`src/design/fdd_pin_consts.svh`:
```
`ifndef FDD_PIN_CONSTS_SVH
`define FDD_PIN_CONSTS_SVH

// register byte offsets on the apb bus
`define OFS_DIG_OUT      8'h00
`define OFS_FUNC_EN      8'h04
`define OFS_FUNC_CTRL    8'h08
`define OFS_CFG_CTRL     8'h0C
`define OFS_RATE_SEL     8'h10
`define OFS_DIG_IN       8'h14
`define OFS_STATUS_A     8'h18
`define OFS_MODE_CTRL    8'h1C

// digital output register fields
`define DOUT_DRV_LSB     0
`define DOUT_DRV_MSB     1
`define DOUT_DMA_EN      3
`define DOUT_MOTOR_LSB   4
`define DOUT_MOTOR_MSB   7

// fields of the other registers: single bits and two-bit ranges
`define FEN_FOUR_DRIVE   4
`define FCTL_SWAP        4
`define RATE_LSB         0
`define RATE_MSB         1
`define DIN_DOOR         7
`define SRA_DRIVE2       6
`define MODE_COMPAT_LSB  0
`define MODE_COMPAT_MSB  1
`define MODE_PPM         2
`define MODE_EXT_CTRL    3
`define MODE_READ_GATE_DIAG       4

// reset values
`define RST_BYTE         8'h00
`define RST_RATE         2'h0
`define RST_WORD         32'h0000_0000
`define RST_SEL_N        1'b1

`endif

```
`src/design/fdd_pin_pkg.sv`:
```
package fdd_pin_pkg;

    typedef enum logic [1:0] {
        at_compat_mode      = 2'h0,
        model30_compat_mode = 2'h1,
        second_compat_mode  = 2'h2,
        illegal_compat_mode = 2'h3
    } compat_mode_t;

    typedef logic [1:0] drive_num_t;
    typedef logic [3:0] motor_t;
    typedef logic [1:0] rate_t;

endpackage

```
`src/design/floppy_drive_pin_control.sv`:
```
// Chosen here: the placing of the registers and the APB slave port.
`timescale 1ns/1ps
`include "fdd_pin_consts.svh"

// Overview of operation
// during a seek, direction is active for step in, inactive for step out
// direction stays inactive while a read or write is running
// two active-low drive selects decoded from the low drive-number bits
// each drive select is gated by its motor enable bit
// four-drive enable makes the selects an encoded drive number
// swap bit exchanges logical drives of the two selects
// extra shared select carries select 1, or select 0 when swapped, active low
// printer-port mode without external controller mirrors direction, side, door change
// rate outputs follow the last written rate field of either rate register
// dma request active high, gated by dma enable in at and model 30 modes
// second mode: dma request always enabled, enable bit reads reserved
// second mode reports second-drive-present level in status a
// door change level readable in the digital input register
// mode bit reuses door change as read gate diagnostic input
// side select active for side 1, inactive for side 0
// host holds dma acknowledge high during programmed accesses; the test host keeps it low through them while a request is pending
// selects, direction and side stay inactive until digital output is written
module floppy_drive_pin_control
    import fdd_pin_pkg::*;
#(
    parameter int ADDR_W = 8
) (
    input  wire logic              clk,
    input  wire logic              reset_n,
    input  wire logic              psel,
    input  wire logic              penable,
    input  wire logic              pwrite,
    input  wire logic [ADDR_W-1:0] paddr,
    input  wire logic [31:0]       pwdata,
    output logic      [31:0]       prdata,
    output logic                   pready,
    output logic                   pslverr,
    input  wire logic              seek_active,
    input  wire logic              seek_inward,
    input  wire logic              rw_active,
    input  wire logic              side_req,
    input  wire logic              fdc_dma_req,
    input  wire logic              door_change,
    input  wire logic              ppm_door_change,
    input  wire logic              second_drive_present,
    input  wire logic              dma_acknowledge_n,
    output logic                   dir_out,
    output logic                   side_select,
    output logic                   drive_select_a_n,
    output logic                   drive_select_b_n,
    output logic                   rate_out_lo,
    output logic                   rate_out_hi,
    output logic                   dma_request,
    output logic                   dma_transfer,
    output logic                   read_gate_diag,
    output logic                   ppm_pins_oe,
    output logic                   ppm_dir,
    output logic                   ppm_side_select,
    output logic                   ppm_drive_select_n
);

    import fdd_pin_pkg::*;

    generate
        if (ADDR_W < 6 || ADDR_W > 32) begin : g_bad_addr
            $error("floppy_drive_pin_control needs ADDR_W between 6 and 32");
        end
    endgenerate

    function automatic logic addr_hit(input logic [ADDR_W-1:0] addr, input logic [7:0] ofs);
        addr_hit = (addr == ADDR_W'(ofs));
    endfunction

    logic [7:0]   digital_output_reg;
    logic [7:0]   function_enable_reg;
    logic [7:0]   function_control_reg;
    logic [7:0]   mode_ctrl_reg;
    rate_t        rate_reg;
    logic         dor_written_reg;
    logic [31:0]  prdata_reg;
    logic [3:0]   pins_sync;
    logic         door_sync;
    logic         ppm_door_sync;
    logic         drive2_sync;
    logic         ack_n_sync;
    compat_mode_t compat_mode;
    logic         second_mode;
    logic         ppm_active;
    logic         dma_enable;
    logic         mapped;
    logic         wr_en;
    logic         rd_setup;
    logic         door_level;
    logic         dir_next;
    logic         sel_a_n;
    logic         sel_b_n;
    logic         sel_ppm_n;
    logic [7:0]   rd_byte;
    logic [7:0]   dig_in_byte;
    logic [7:0]   status_a_byte;
    logic [7:0]   dig_out_byte;

    sync_bits #(
        .WIDTH (4)
    ) u_sync (
        .clk      (clk),
        .reset_n  (reset_n),
        .async_in ({~dma_acknowledge_n, second_drive_present, ppm_door_change, door_change}),
        .sync_out (pins_sync)
    );

    assign door_sync     = pins_sync[0];
    assign ppm_door_sync = pins_sync[1];
    assign drive2_sync   = pins_sync[2];
    // inverted through the synchroniser so its cleared stages read as idle, not as an ack
    assign ack_n_sync    = ~pins_sync[3];

    drive_select_decode u_decode (
        .drive_num  (digital_output_reg[`DOUT_DRV_MSB:`DOUT_DRV_LSB]),
        .motor_on   (digital_output_reg[`DOUT_MOTOR_MSB:`DOUT_MOTOR_LSB]),
        .four_drive (function_enable_reg[`FEN_FOUR_DRIVE]),
        .swap       (function_control_reg[`FCTL_SWAP]),
        .sel_a_n    (sel_a_n),
        .sel_b_n    (sel_b_n),
        .sel_ppm_n  (sel_ppm_n)
    );

    // the illegal mode code behaves as the at mode
    assign compat_mode = compat_mode_t'(mode_ctrl_reg[`MODE_COMPAT_MSB:`MODE_COMPAT_LSB]);
    assign second_mode = (compat_mode == second_compat_mode);
    assign ppm_active  = mode_ctrl_reg[`MODE_PPM] & ~mode_ctrl_reg[`MODE_EXT_CTRL];
    assign dma_enable  = second_mode | digital_output_reg[`DOUT_DMA_EN];
    // while shared pins carry the floppy signals, door change comes from them
    assign door_level  = ppm_active ? ppm_door_sync : door_sync;
    assign dir_next    = dor_written_reg & seek_active & ~rw_active & seek_inward;

    // apb: zero wait states, answer in the first access cycle
    assign pready   = 1'b1;
    assign mapped   = addr_hit(paddr, `OFS_DIG_OUT) | addr_hit(paddr, `OFS_FUNC_EN)
                    | addr_hit(paddr, `OFS_FUNC_CTRL) | addr_hit(paddr, `OFS_CFG_CTRL)
                    | addr_hit(paddr, `OFS_RATE_SEL) | addr_hit(paddr, `OFS_DIG_IN)
                    | addr_hit(paddr, `OFS_STATUS_A) | addr_hit(paddr, `OFS_MODE_CTRL);
    assign pslverr  = psel & penable & ~mapped;
    assign wr_en    = psel & penable & pwrite & mapped;
    assign rd_setup = psel & ~penable & ~pwrite;
    assign prdata   = prdata_reg;

    always_comb begin
        dig_in_byte                = 8'h00;
        dig_in_byte[`DIN_DOOR]     = door_level;
        status_a_byte              = 8'h00;
        status_a_byte[`SRA_DRIVE2] = second_mode & drive2_sync;
        dig_out_byte               = digital_output_reg;
        // the dma enable position is reserved in the second mode
        dig_out_byte[`DOUT_DMA_EN] = digital_output_reg[`DOUT_DMA_EN] & ~second_mode;
        if (addr_hit(paddr, `OFS_DIG_OUT)) begin
            rd_byte = dig_out_byte;
        end else if (addr_hit(paddr, `OFS_FUNC_EN)) begin
            rd_byte = function_enable_reg;
        end else if (addr_hit(paddr, `OFS_FUNC_CTRL)) begin
            rd_byte = function_control_reg;
        end else if (addr_hit(paddr, `OFS_CFG_CTRL) || addr_hit(paddr, `OFS_RATE_SEL)) begin
            rd_byte = {6'h00, rate_reg};
        end else if (addr_hit(paddr, `OFS_DIG_IN)) begin
            rd_byte = dig_in_byte;
        end else if (addr_hit(paddr, `OFS_STATUS_A)) begin
            rd_byte = status_a_byte;
        end else if (addr_hit(paddr, `OFS_MODE_CTRL)) begin
            rd_byte = mode_ctrl_reg;
        end else begin
            rd_byte = 8'h00;
        end
    end

    always_ff @(posedge clk) begin
        if (!reset_n) begin
            prdata_reg <= `RST_WORD;
        end else if (rd_setup) begin
            prdata_reg <= {24'h00_0000, rd_byte};
        end
    end

    always_ff @(posedge clk) begin
        if (!reset_n) begin
            digital_output_reg   <= `RST_BYTE;
            function_enable_reg  <= `RST_BYTE;
            function_control_reg <= `RST_BYTE;
            mode_ctrl_reg        <= `RST_BYTE;
            dor_written_reg      <= 1'b0;
        end else if (wr_en) begin
            if (addr_hit(paddr, `OFS_DIG_OUT)) begin
                digital_output_reg <= pwdata[7:0];
                dor_written_reg    <= 1'b1;
            end
            if (addr_hit(paddr, `OFS_FUNC_EN)) begin
                function_enable_reg <= pwdata[7:0];
            end
            if (addr_hit(paddr, `OFS_FUNC_CTRL)) begin
                function_control_reg <= pwdata[7:0];
            end
            if (addr_hit(paddr, `OFS_MODE_CTRL)) begin
                mode_ctrl_reg <= pwdata[7:0];
            end
        end
    end

    // one shared rate: the later write of either register wins
    always_ff @(posedge clk) begin
        if (!reset_n) begin
            rate_reg <= `RST_RATE;
        end else if (wr_en && (addr_hit(paddr, `OFS_CFG_CTRL) || addr_hit(paddr, `OFS_RATE_SEL))) begin
            rate_reg <= pwdata[`RATE_MSB:`RATE_LSB];
        end
    end

    assign rate_out_lo = rate_reg[0];
    assign rate_out_hi = rate_reg[1];

    always_ff @(posedge clk) begin
        if (!reset_n) begin
            dir_out          <= 1'b0;
            side_select      <= 1'b0;
            drive_select_a_n <= `RST_SEL_N;
            drive_select_b_n <= `RST_SEL_N;
        end else begin
            dir_out          <= dir_next;
            side_select      <= dor_written_reg & side_req;
            drive_select_a_n <= sel_a_n | ~dor_written_reg;
            drive_select_b_n <= sel_b_n | ~dor_written_reg;
        end
    end

    always_ff @(posedge clk) begin
        if (!reset_n) begin
            ppm_pins_oe        <= 1'b0;
            ppm_dir            <= 1'b0;
            ppm_side_select    <= 1'b0;
            ppm_drive_select_n <= `RST_SEL_N;
        end else begin
            ppm_pins_oe        <= ppm_active;
            ppm_dir            <= ppm_active & dir_next;
            ppm_side_select    <= ppm_active & dor_written_reg & side_req;
            ppm_drive_select_n <= ~ppm_active | sel_ppm_n | ~dor_written_reg;
        end
    end

    // programmed accesses keep the acknowledge high, so only a low one counts
    always_ff @(posedge clk) begin
        if (!reset_n) begin
            dma_request    <= 1'b0;
            dma_transfer   <= 1'b0;
            read_gate_diag <= 1'b0;
        end else begin
            dma_request    <= fdc_dma_req & dma_enable;
            dma_transfer   <= ~ack_n_sync & dma_enable;
            read_gate_diag <= mode_ctrl_reg[`MODE_READ_GATE_DIAG] & door_sync;
        end
    end
endmodule

```
`src/design/sync_bits.sv`:
```
`timescale 1ns/1ps
module sync_bits #(
    parameter int WIDTH = 1
) (
    input  wire logic             clk,
    input  wire logic             reset_n,
    input  wire logic [WIDTH-1:0] async_in,
    output logic      [WIDTH-1:0] sync_out
);

    generate
        if (WIDTH < 1) begin : g_bad_width
            $error("sync_bits needs WIDTH of at least one");
        end
    endgenerate

    genvar i;
    generate
        for (i = 0; i < WIDTH; i++) begin : g_bit
            logic first_reg;
            // the first stage feeds the second stage only
            always_ff @(posedge clk) begin
                if (!reset_n) begin
                    first_reg   <= 1'b0;
                    sync_out[i] <= 1'b0;
                end else begin
                    first_reg   <= async_in[i];
                    sync_out[i] <= first_reg;
                end
            end
        end
    endgenerate

endmodule

```
`src/design/drive_select_decode.sv`:
```
`timescale 1ns/1ps
module drive_select_decode
    import fdd_pin_pkg::*;
(
    input  fdd_pin_pkg::drive_num_t drive_num,
    input  fdd_pin_pkg::motor_t     motor_on,
    input  wire logic               four_drive,
    input  wire logic               swap,
    output logic                    sel_a_n,
    output logic                    sel_b_n,
    output logic                    sel_ppm_n
);

    function automatic logic sel_hit(input drive_num_t num, input drive_num_t want);
        sel_hit = (num == want);
    endfunction

    drive_num_t eff_num;
    logic       motor_ok;

    always_comb begin
        // swap only trades the first two drives
        eff_num  = (swap && !drive_num[1]) ? {drive_num[1], ~drive_num[0]} : drive_num;
        // gate with the motor of the logical drive
        motor_ok = motor_on[drive_num];
        if (four_drive) begin
            // encoded: external decoder combines these with the motor lines
            sel_a_n = ~(motor_ok & eff_num[0]);
            sel_b_n = ~(motor_ok & eff_num[1]);
        end else begin
            sel_a_n = ~(motor_ok & sel_hit(eff_num, 2'h0));
            sel_b_n = ~(motor_ok & sel_hit(eff_num, 2'h1));
        end
        sel_ppm_n = swap ? sel_a_n : sel_b_n;
    end

endmodule

```
`config.mk`:
```
export PLATFORM = sky130hd
export DESIGN_NAME = floppy_drive_pin_control
export DESIGN_NICKNAME = d
export VERILOG_FILES = /design/src/design/fdd_pin_pkg.sv /design/src/design/floppy_drive_pin_control.sv /design/src/design/sync_bits.sv /design/src/design/drive_select_decode.sv
export VERILOG_INCLUDE_DIRS = /design/src /design/src/design
export SDC_FILE = /design/constraint.sdc
export NUM_CORES = 1
export LEC_CHECK = 0
export BUFFER_PORTS_ARGS = -buffer_cell sky130_fd_sc_hd__buf_2
export CAP_MARGIN = 20
export CORE_AREA = 2 2 67 95
export DETAILED_ROUTE_END_ITERATION = 6
export DIE_AREA = 0 0 69 97
export GPL_ROUTABILITY_DRIVEN = 0
export MAX_ROUTING_LAYER = met4
export PLACE_DENSITY = 0.88
export SLEW_MARGIN = 20
export SYNTH_ARGS = -nofsm -noshare
export SYNTH_HDL_FRONTEND = slang
export SYNTH_SLANG_ARGS = --single-unit
```
`constraint.sdc`:
```
create_clock -name clk -period 1.8 [get_ports clk]
set_input_delay 0.18 -clock clk [delete_from_list [all_inputs] [get_ports clk]]
set_output_delay 0.18 -clock clk [all_outputs]
set_load 0.02 [all_outputs]
```
# [Yosys cells after proc, flatten, opt, wreduce, memory -nomap -nowiden]
# Index checks and enable logic that the tools add are counted.
[word_totals] regBits=62 in_bits=54 out_inout_bits=47 wordCells=109
[classes] n_lt_le_gt_ge=1 eq_ne=9 n_mux=14 n_bitwise=49 n_reduce_logical=10
[ops] operator="2-to-1 mux 8 bit" count=7
[ops] operator="equality test 8 x 5 -> 1 bit, second input constant" count=4
[ops] operator="bitwise AND 1 bit" count=23
[ops] operator="equality test 8 x 4 -> 1 bit, second input constant" count=2
[ops] operator="inverter 1 bit" count=14
[ops] operator="OR 1 bit" count=12
[ops] operator="equality test 8 x 3 -> 1 bit, second input constant" count=1
[ops] operator="zero test 8 bit" count=1
[ops] operator="AND reduction 2 bit" count=4
[ops] operator="2-to-1 mux 1 bit" count=6
[ops] operator="< comparator 2 x 3 -> 1 bit, second input constant" count=1
[ops] operator="binary-select mux 1 bit (select 2 bit)" count=1
[ops] operator="equality test 2 x 1 -> 1 bit, second input constant" count=1
[ops] operator="equality test 2 bit, second input constant" count=1
[ops] operator="logical AND 1 bit" count=2
[ops] operator="zero test 2 bit" count=1
[ops] operator="zero test 1 bit" count=1
[ops] operator="logical OR 1 bit" count=1

# [Longest topological paths before layout]
# Gate-level depths: netlist (run 1).
[logic_depth] word_depth=10 mapped_depth=6 mapped_depth_nobuf=4

# [Hierarchy]
# From an unflattened synthesis (run 1), not the netlist that was laid out.
[unflattened] cells_unflattened=319 hier_area_um2=2849.0
[modules_own_cells] module="floppy_drive_pin_control" n_inst=1 cells_per_inst=285 area_each_um2=2497.4 seq_area_each_um2=1081.0
[modules_own_cells] module="sync_bits" n_inst=1 cells_per_inst=16 area_each_um2=210.2 seq_area_each_um2=160.2
[modules_own_cells] module="drive_select_decode" n_inst=1 cells_per_inst=18 area_each_um2=141.4 seq_area_each_um2=0.0

# [Least setup slack after synthesis (run 1)]
# No wires, ideal clock.
[synth_timing] kind="input to register" start="in paddr[3]" end="reg function_control_reg[0]" setup_ns=0.072 arrival_ns=1.386 slack_ns=0.343 stages=4 path_buffers=1 path_cell_list="buf_2 -> clkinv_1 -> nor4_4 -> mux2i_1"
[synth_between] elab_chain_cells=10
[synth_lines] item="start, declared" line="floppy_drive_pin_control.sv:33" text="input wire logic [ADDR_W-1:0] paddr,"
[synth_lines] item="equality test 8 x 3 -> 1 bit / zero test 8 bit (equally long branches)" line="floppy_drive_pin_control.sv:71" text="addr_hit = (addr == ADDR_W'(ofs));"
[synth_lines] item="OR 1 bit (7 in a row)" line="floppy_drive_pin_control.sv:139" text="assign mapped = addr_hit(paddr, `OFS_DIG_OUT) | addr_hit(paddr, `OFS_FUNC_EN)"
[synth_lines] item="bitwise AND 1 bit" line="floppy_drive_pin_control.sv:144" text="assign wr_en = psel & penable & pwrite & mapped;"
[synth_lines] item="AND reduction 2 bit (no source line) *"
[synth_lines] item="end signal, assigned" line="floppy_drive_pin_control.sv:187" text="function_control_reg <= `RST_BYTE;"
[synth_lines] item="end signal, assigned" line="floppy_drive_pin_control.sv:199" text="function_control_reg <= pwdata[7:0];"
[synth_lines] item="end, declared" line="floppy_drive_pin_control.sv:76" text="logic [7:0] function_control_reg;"
# Every way passes the cells marked *; elsewhere a longest branch is shown, timed or not.
# A chain may end at the register's enable or synchronous reset.

# [Worst setup path in the final report (run 1)]
[layout_timing] start="reg digital_output_reg[0]" end="reg ppm_drive_select_n"
[layout_between] elab_chain_cells=9
[layout_lines] item="start, declared" line="floppy_drive_pin_control.sv:74" text="logic [7:0] digital_output_reg;"
[layout_lines] item="start signal, assigned" line="floppy_drive_pin_control.sv:185" text="digital_output_reg <= `RST_BYTE;"
[layout_lines] item="start signal, assigned" line="floppy_drive_pin_control.sv:192" text="digital_output_reg <= pwdata[7:0];"
[layout_lines] item="inverter 1 bit" line="drive_select_decode.sv:23" text="eff_num = (swap && !drive_num[1]) ? {drive_num[1], ~drive_num[0]} : drive_num;"
[layout_lines] item="2-to-1 mux 1 bit" line="drive_select_decode.sv:23"
[layout_lines] item="equality test 2 x 1 -> 1 bit / zero test 2 bit (equally long branches)" line="drive_select_decode.sv:15" text="sel_hit = (num == want);"
[layout_lines] item="bitwise AND 1 bit, on equally long branches" line="drive_select_decode.sv:32, drive_select_decode.sv:31"
[layout_lines] item="inverter 1 bit, on equally long branches" line="drive_select_decode.sv:32, drive_select_decode.sv:31"
[layout_lines] item="2-to-1 mux 1 bit" line="drive_select_decode.sv:26" text="if (four_drive) begin"
[layout_lines] item="2-to-1 mux 1 bit *" line="drive_select_decode.sv:34" text="sel_ppm_n = swap ? sel_a_n : sel_b_n;"
[layout_lines] item="OR 1 bit * (2 in a row)" line="floppy_drive_pin_control.sv:243" text="ppm_drive_select_n <= ~ppm_active | sel_ppm_n | ~dor_written_reg;"
[layout_lines] item="end signal, assigned" line="floppy_drive_pin_control.sv:238" text="ppm_drive_select_n <= `RST_SEL_N;"
[layout_lines] item="end signal, assigned" line="floppy_drive_pin_control.sv:243"
[layout_lines] item="end, declared" line="floppy_drive_pin_control.sv:59" text="output logic ppm_drive_select_n"
# Every way passes the cells marked *; elsewhere a longest branch is shown, timed or not. The select of a mux whose other input is x is not followed.

==> metrics.yaml, run 1 <==
status: "completed"
syn2layout_area_growth_pct: 17.3
p_comb_share_pct: 6.3
switching_share_pct: 22.8
yosys-top-cells-count: "dfxtp_1, nand2_1, buf_4, mux2i_1, o21ai_0"
rows: 33
power.share.clock_pct: 48.4
yosys.area.top_type: "dfxtp_1"
drt_first_pass_iters: 5
whs_ns: 0.0328
start_kind: "flip-flop"
crit_family: "flip-flops"
p_seq_share_pct: 45.3
fin_tns_setup_ns: 0
seqCellArea_um2: 1240
post_cts_resized: 0
grt.overflow.total: 0
clock_latency_ns: 0.35
fin_crit_ns: 1.51
synth.most_common_cell: "dfxtp_1"
max_cap_viol_count: 0
num_vias: 2313
cts_setup_buffers: 0
setup_violations: 0
rsz0062_at_grt: "false"
fin_nets: 407
min_period_over_period_pct: 83.8
final_cells: 428
final-hold-violation-count: 0
crit_type: "flip-flop to flip-flop"
fillers: 501
dp_cells: 411
cp.required_ns: 2.09
n_antenna_cell: 0
start_util_pct: 48.1
total_switching_power_mw: 0.696
pwr_density_cell_nw_per_um2: 937
drc: 0
crit_path_top_delay_cell: "dfxtp_1"
slowest_delay_ns: 0.62
postCtsHoldBufs: 1
synth-async-reset-ratio_pct: 0
grt_antenna_before_repair: 0
avgSynthCellArea_um2: 9.20
io_buffers: 51
grt_pass1_vias: 2160
placed_cell_area_um2: 3000
crit_chain: "mux2i_1 -> nor2_1 -> or3_1 -> nand4_1"
synth_area_um2: 2780
postLayoutCellArea_um2: 3260
ys_seq_area_share_pct: 44.7
finalMaxSlewViolations: 0
cts_buffers: 9
ys_seq_elements: 62
cts_tree: "yes"
clkTransAtPathRegs_ns: 0.07
yosysUniqueCellTypes: 41
core_area_um2: 5780
intPower_mw: 2.36
cts_sinks: 62
synth_top_area_share_pct: 44.7
ys_top_cells_by_area: "dfxtp_1, mux2i_1, buf_4"
wl_per_cell_um: 14.4
arrival_ns: 1.80
synthFlopType: "dfxtp_1"
grtUsageTotal_pct: 19.1
drtIter0Drc: 166
cts_root_buffer: "clkbuf_8"
fmax_mhz: 663
p_leak_nw: 1.37
synth_warnings: 0
hold_class: "primary input to flip-flop"
critical_path_peak_fanout: 10
skew_ns: 0.0102
grt_max_degree: 30
grt_pass1_wl_mm: 9.83
worstSetupEndpointType: "flip-flop"
crit_buf_inv: 0
io_pins: 101
dp_hpwl_mm: 4.39
totalWireLength_mm: 6.17
ant_nets: 0
viasPerCell: 5.40
multi_input_comb_area_um2: 1340
ctsHtreeMaxLevel: 3
drive_gt1_share_pct: 23.2
chipWidth_um: 69
die_y_um: 97
syn_inst: 302
die_area_um2: 6690
synth_edf_count: 0
clk_path_buf_depth: 2
peakVddDrop_uv: 380
## final cells by class
class	instances	share of cell area, %
clock inverters	7	3.69
well taps	70	2.69
inverters	7	0.807
clock buffers	9	3.80
multi-input cells	214	41.1
flip-flops and latches	62	38.1
repair buffers	59	9.76
## cell families (layout without fill, tap and decap cells)
group,Yosys count,count (layout),share of synthesized area (%)
mux,25,25,9.46
buf+inv,49,82,10.2
compound gates,55,55,13.2
flops,62,62,44.7
simple gates,107,107,21.5
xor+xnor,2,2,0.631
other cells,2,25,0.270
## cells in the final DEF, fill, tap and decap left out, drive strengths merged, types with 4 or more instances in the layout
cell type	count
nand2b	8
conb	25
and2	9
dfxtp	62
nand4	4
nand2	35
nor3	5
buf	58
o21ai	21
inv	7
mux2i	24
a22o	14
a21oi	4
nand3	19
clkbuf	9
nor2	9
and3	5
o22ai	4
## power by group through the flow
| stage | sequential (mW) | combinational, mW | clock [mW] |
|---|---|---|---|
| final | 1.38 | 0.192 | 1.48 |
| after global routing | 1.38 | 0.209 | 1.56 |
| after CTS | 1.38 | 0.190 | 1.50 |
| after detailed placement | 1.41 | 0.187 | 0 |
| after global placement | 1.41 | 0.185 | 0 |
| after floorplan | 1.41 | 0.171 | 0 |
## path summary, 6_finish.rpt
kind                            slack, ns                         to  cells after the start                      start
worst min-delay path                 0.03  u_sync.g_bit[0].first_reg                      2                door_change
worst max register to register       0.29         ppm_drive_select_n                      4      digital_output_reg[0]
worst max-delay path                 0.29         ppm_drive_select_n                      4      digital_output_reg[0]
worst min register to register       0.44         u_sync.sync_out[0]                      1  u_sync.g_bit[0].first_reg
## routing by layer
| metal | share of wire [%] | global-route usage (%) | routed length, um |
|---|---|---|---|
| met2 | 50 | 32.7 | 3110 |
| met5 | 0 | - | 0 |
| met4 | 4.0 | 11.3 | 249 |
| met1 | 40 | 19.6 | 2440 |
| met3 | 6.0 | 4.69 | 372 |
## stage by stage
step	utilization [%]	power, mW	worst slack (ns)
finish	56.3	3.05	0.292
global route	56.3	3.15	0.219
CTS	56.3	3.07	0.274
detailed placement	51.9	1.60	0.266
global placement	51.9	1.60	0.310
floorplan	-	1.58	0.343
(Power assumes the default switching activity.)
==> run 2: changes to the inputs <==
==> constraint.sdc (replaced) <==
create_clock -name clk -period 1.5 [get_ports clk]
set_input_delay 0.15 -clock clk [delete_from_list [all_inputs] [get_ports clk]]
set_output_delay 0.15 -clock clk [all_outputs]
set_load 0.02 [all_outputs]
==> metrics.yaml, run 2 (synthesis gave the netlist of run 1 again) <==
io_pins: 101  # unchanged
dpl_worst_slack_ns: -0.00925  # -0.275 ns
finalMaxSlewViolations: 0  # unchanged
cts_tree: "yes"
fin_crit_ns: 1.36  # -0.151 ns
drt_first_pass_iters: 7  # +2
drive_gt1_share_pct: 24.6  # +1.4 points
min_period_over_period_pct: 90.5  # +6.7 points
cp.required_ns: 1.73  # -0.36 ns
num_vias: 2293  # -0.86%
drc: 0  # unchanged
post_cts_resized: 0  # unchanged
setup_ws_ns: 0.143  # -0.149 ns
ctsHtreeMaxLevel: 3  # unchanged
ant_nets: 0  # unchanged
fillers: 492  # -1.8%
arrival_ns: 1.59  # -0.21 ns
viasPerCell: 5.26  # -2.7%
clock_latency_ns: 0.34  # about the same
mostFrequentLayoutCells: "dfxtp_1, buf_2, nand2_1"
grt_max_degree: 49  # +63%
pwr_density_cell_nw_per_um2: 1020  # +9.3%
start_kind: "flip-flop"
fmax_mhz: 737  # +11%
grt.overflow.total: 0  # unchanged
placed_cell_area_um2: 3080  # +2.4%
rows: 33  # unchanged
totalWireLength_mm: 6.12  # -0.76%
critical_path_peak_fanout: 6  # -4
rsz0062_at_grt: "false"
skew_ns: 0.00865  # -0.00153 ns
grt_pass1_wl_mm: 10.3  # +5.0%
worstSetupEndpointType: "flip-flop"
grt_antenna_before_repair: 0  # unchanged
hold_class: "primary input to flip-flop"
fin_nets: 415  # +2.0%
wl_per_cell_um: 14.0  # -2.6%
clkTransAtPathRegs_ns: 0.07  # about the same
n_antenna_cell: 0  # unchanged
crit_type: "flip-flop to flip-flop"
core_area_um2: 5780  # unchanged
chipWidth_um: 69  # unchanged
die_area_um2: 6690  # unchanged
grt_pass1_vias: 2255  # +4.4%
setup_violations: 0  # unchanged
cts_sinks: 62  # unchanged
die_y_um: 97  # unchanged
cts_buffers: 9  # unchanged
syn2layout_area_growth_pct: 18.3
io_buffers: 51  # unchanged
status: "completed"
power.total_mw: 3.37  # +10%
grtUsageTotal_pct: 19.7  # +0.56 points
max_cap_viol_count: 0  # unchanged
dp_hpwl_mm: 4.53  # +3.3%
p_leak_nw: 1.41  # +2.3%
mostFrequentLayoutCell: "dfxtp_1"
start_util_pct: 48.1  # unchanged
postLayoutCellArea_um2: 3290  # +0.88%
cts_root_buffer: "clkbuf_8"
final-hold-violation-count: 0  # unchanged
peakVddDrop_uv: 360  # -5.4%
drtIter0Drc: 169  # +1.8%
clk_path_buf_depth: 2  # unchanged
-- run 2: changes by cell type in the layout (fill, tap and decap cells not counted), moves of 2 or more --
cell       before  now
bufinv_16       3    1
buf_4           7   14
clkinv_2        1    3
clkbuf_8        9   11
-- run 2: critical path, stage by stage (launching register included) --
cell     delay [ns]
dfxtp_1        0.51
mux2i_1        0.12
nor3_1         0.22
a21oi_1        0.12
or2_2          0.28
-- run 2: path summary, 6_finish.rpt --
check                                               start                        end  slack [ns]  depth (start not counted)
worst max-delay path                digital_output_reg[0]           drive_select_b_n        0.14                          4
worst min-delay path                          door_change  u_sync.g_bit[0].first_reg        0.01                          2
worst max register to register      digital_output_reg[0]           drive_select_b_n        0.14                          4
worst min register to register  u_sync.g_bit[2].first_reg         u_sync.sync_out[2]        0.43                          1
-- run 2: per-stage QoR --
step / hold slack, ns / util (%) / instances / TNS, ns
after detailed placement: 0.316 / 53.2 / 419 / -0.0109
final: 0.0113 / 56.8 / 436 / 0
after floorplan: 0.222 / - / 325 / 0
after global routing: 0.0205 / 56.8 / 436 / 0
after CTS: 0.00294 / 56.8 / 436 / 0
after global placement: 0.308 / 53.2 / 419 / 0
-- run 2: final cells by class --
cell class              count  area, um2  area share (%)
clock buffers              12        155            4.72
clock inverters             4       45.0            1.37
inverters                   7       26.3           0.800
multi-input cells         214       1340            40.8
flip-flops and latches     62       1240            37.8
well taps                  70       87.6            2.67
repair buffers             67        390            11.9
-- run 2: repair_timing --
item,in CTS,in global routing
endpoints found under the hold margin,1,0
setup buffers,0,0
hold buffers,1,0
-- run 2: routing by layer --
layer	routed length (um)	vias to the layer above	global-route usage [%]
met4	196	0	12.5
met2	3110	85	32.4
li1	-	1122	-
met1	2450	1073	21.6
met3	363	13	3.85
met5	0	-	-
-- run 2: where the power goes --
group / internal (mW) / switching, mW / leakage, nW
logic: 0.0739 / 0.168 / 0.799
registers: 1.66 / 0.00311 / 0.501
clock network: 0.849 / 0.615 / 0.106
total: 2.58 / 0.786 / 1.41
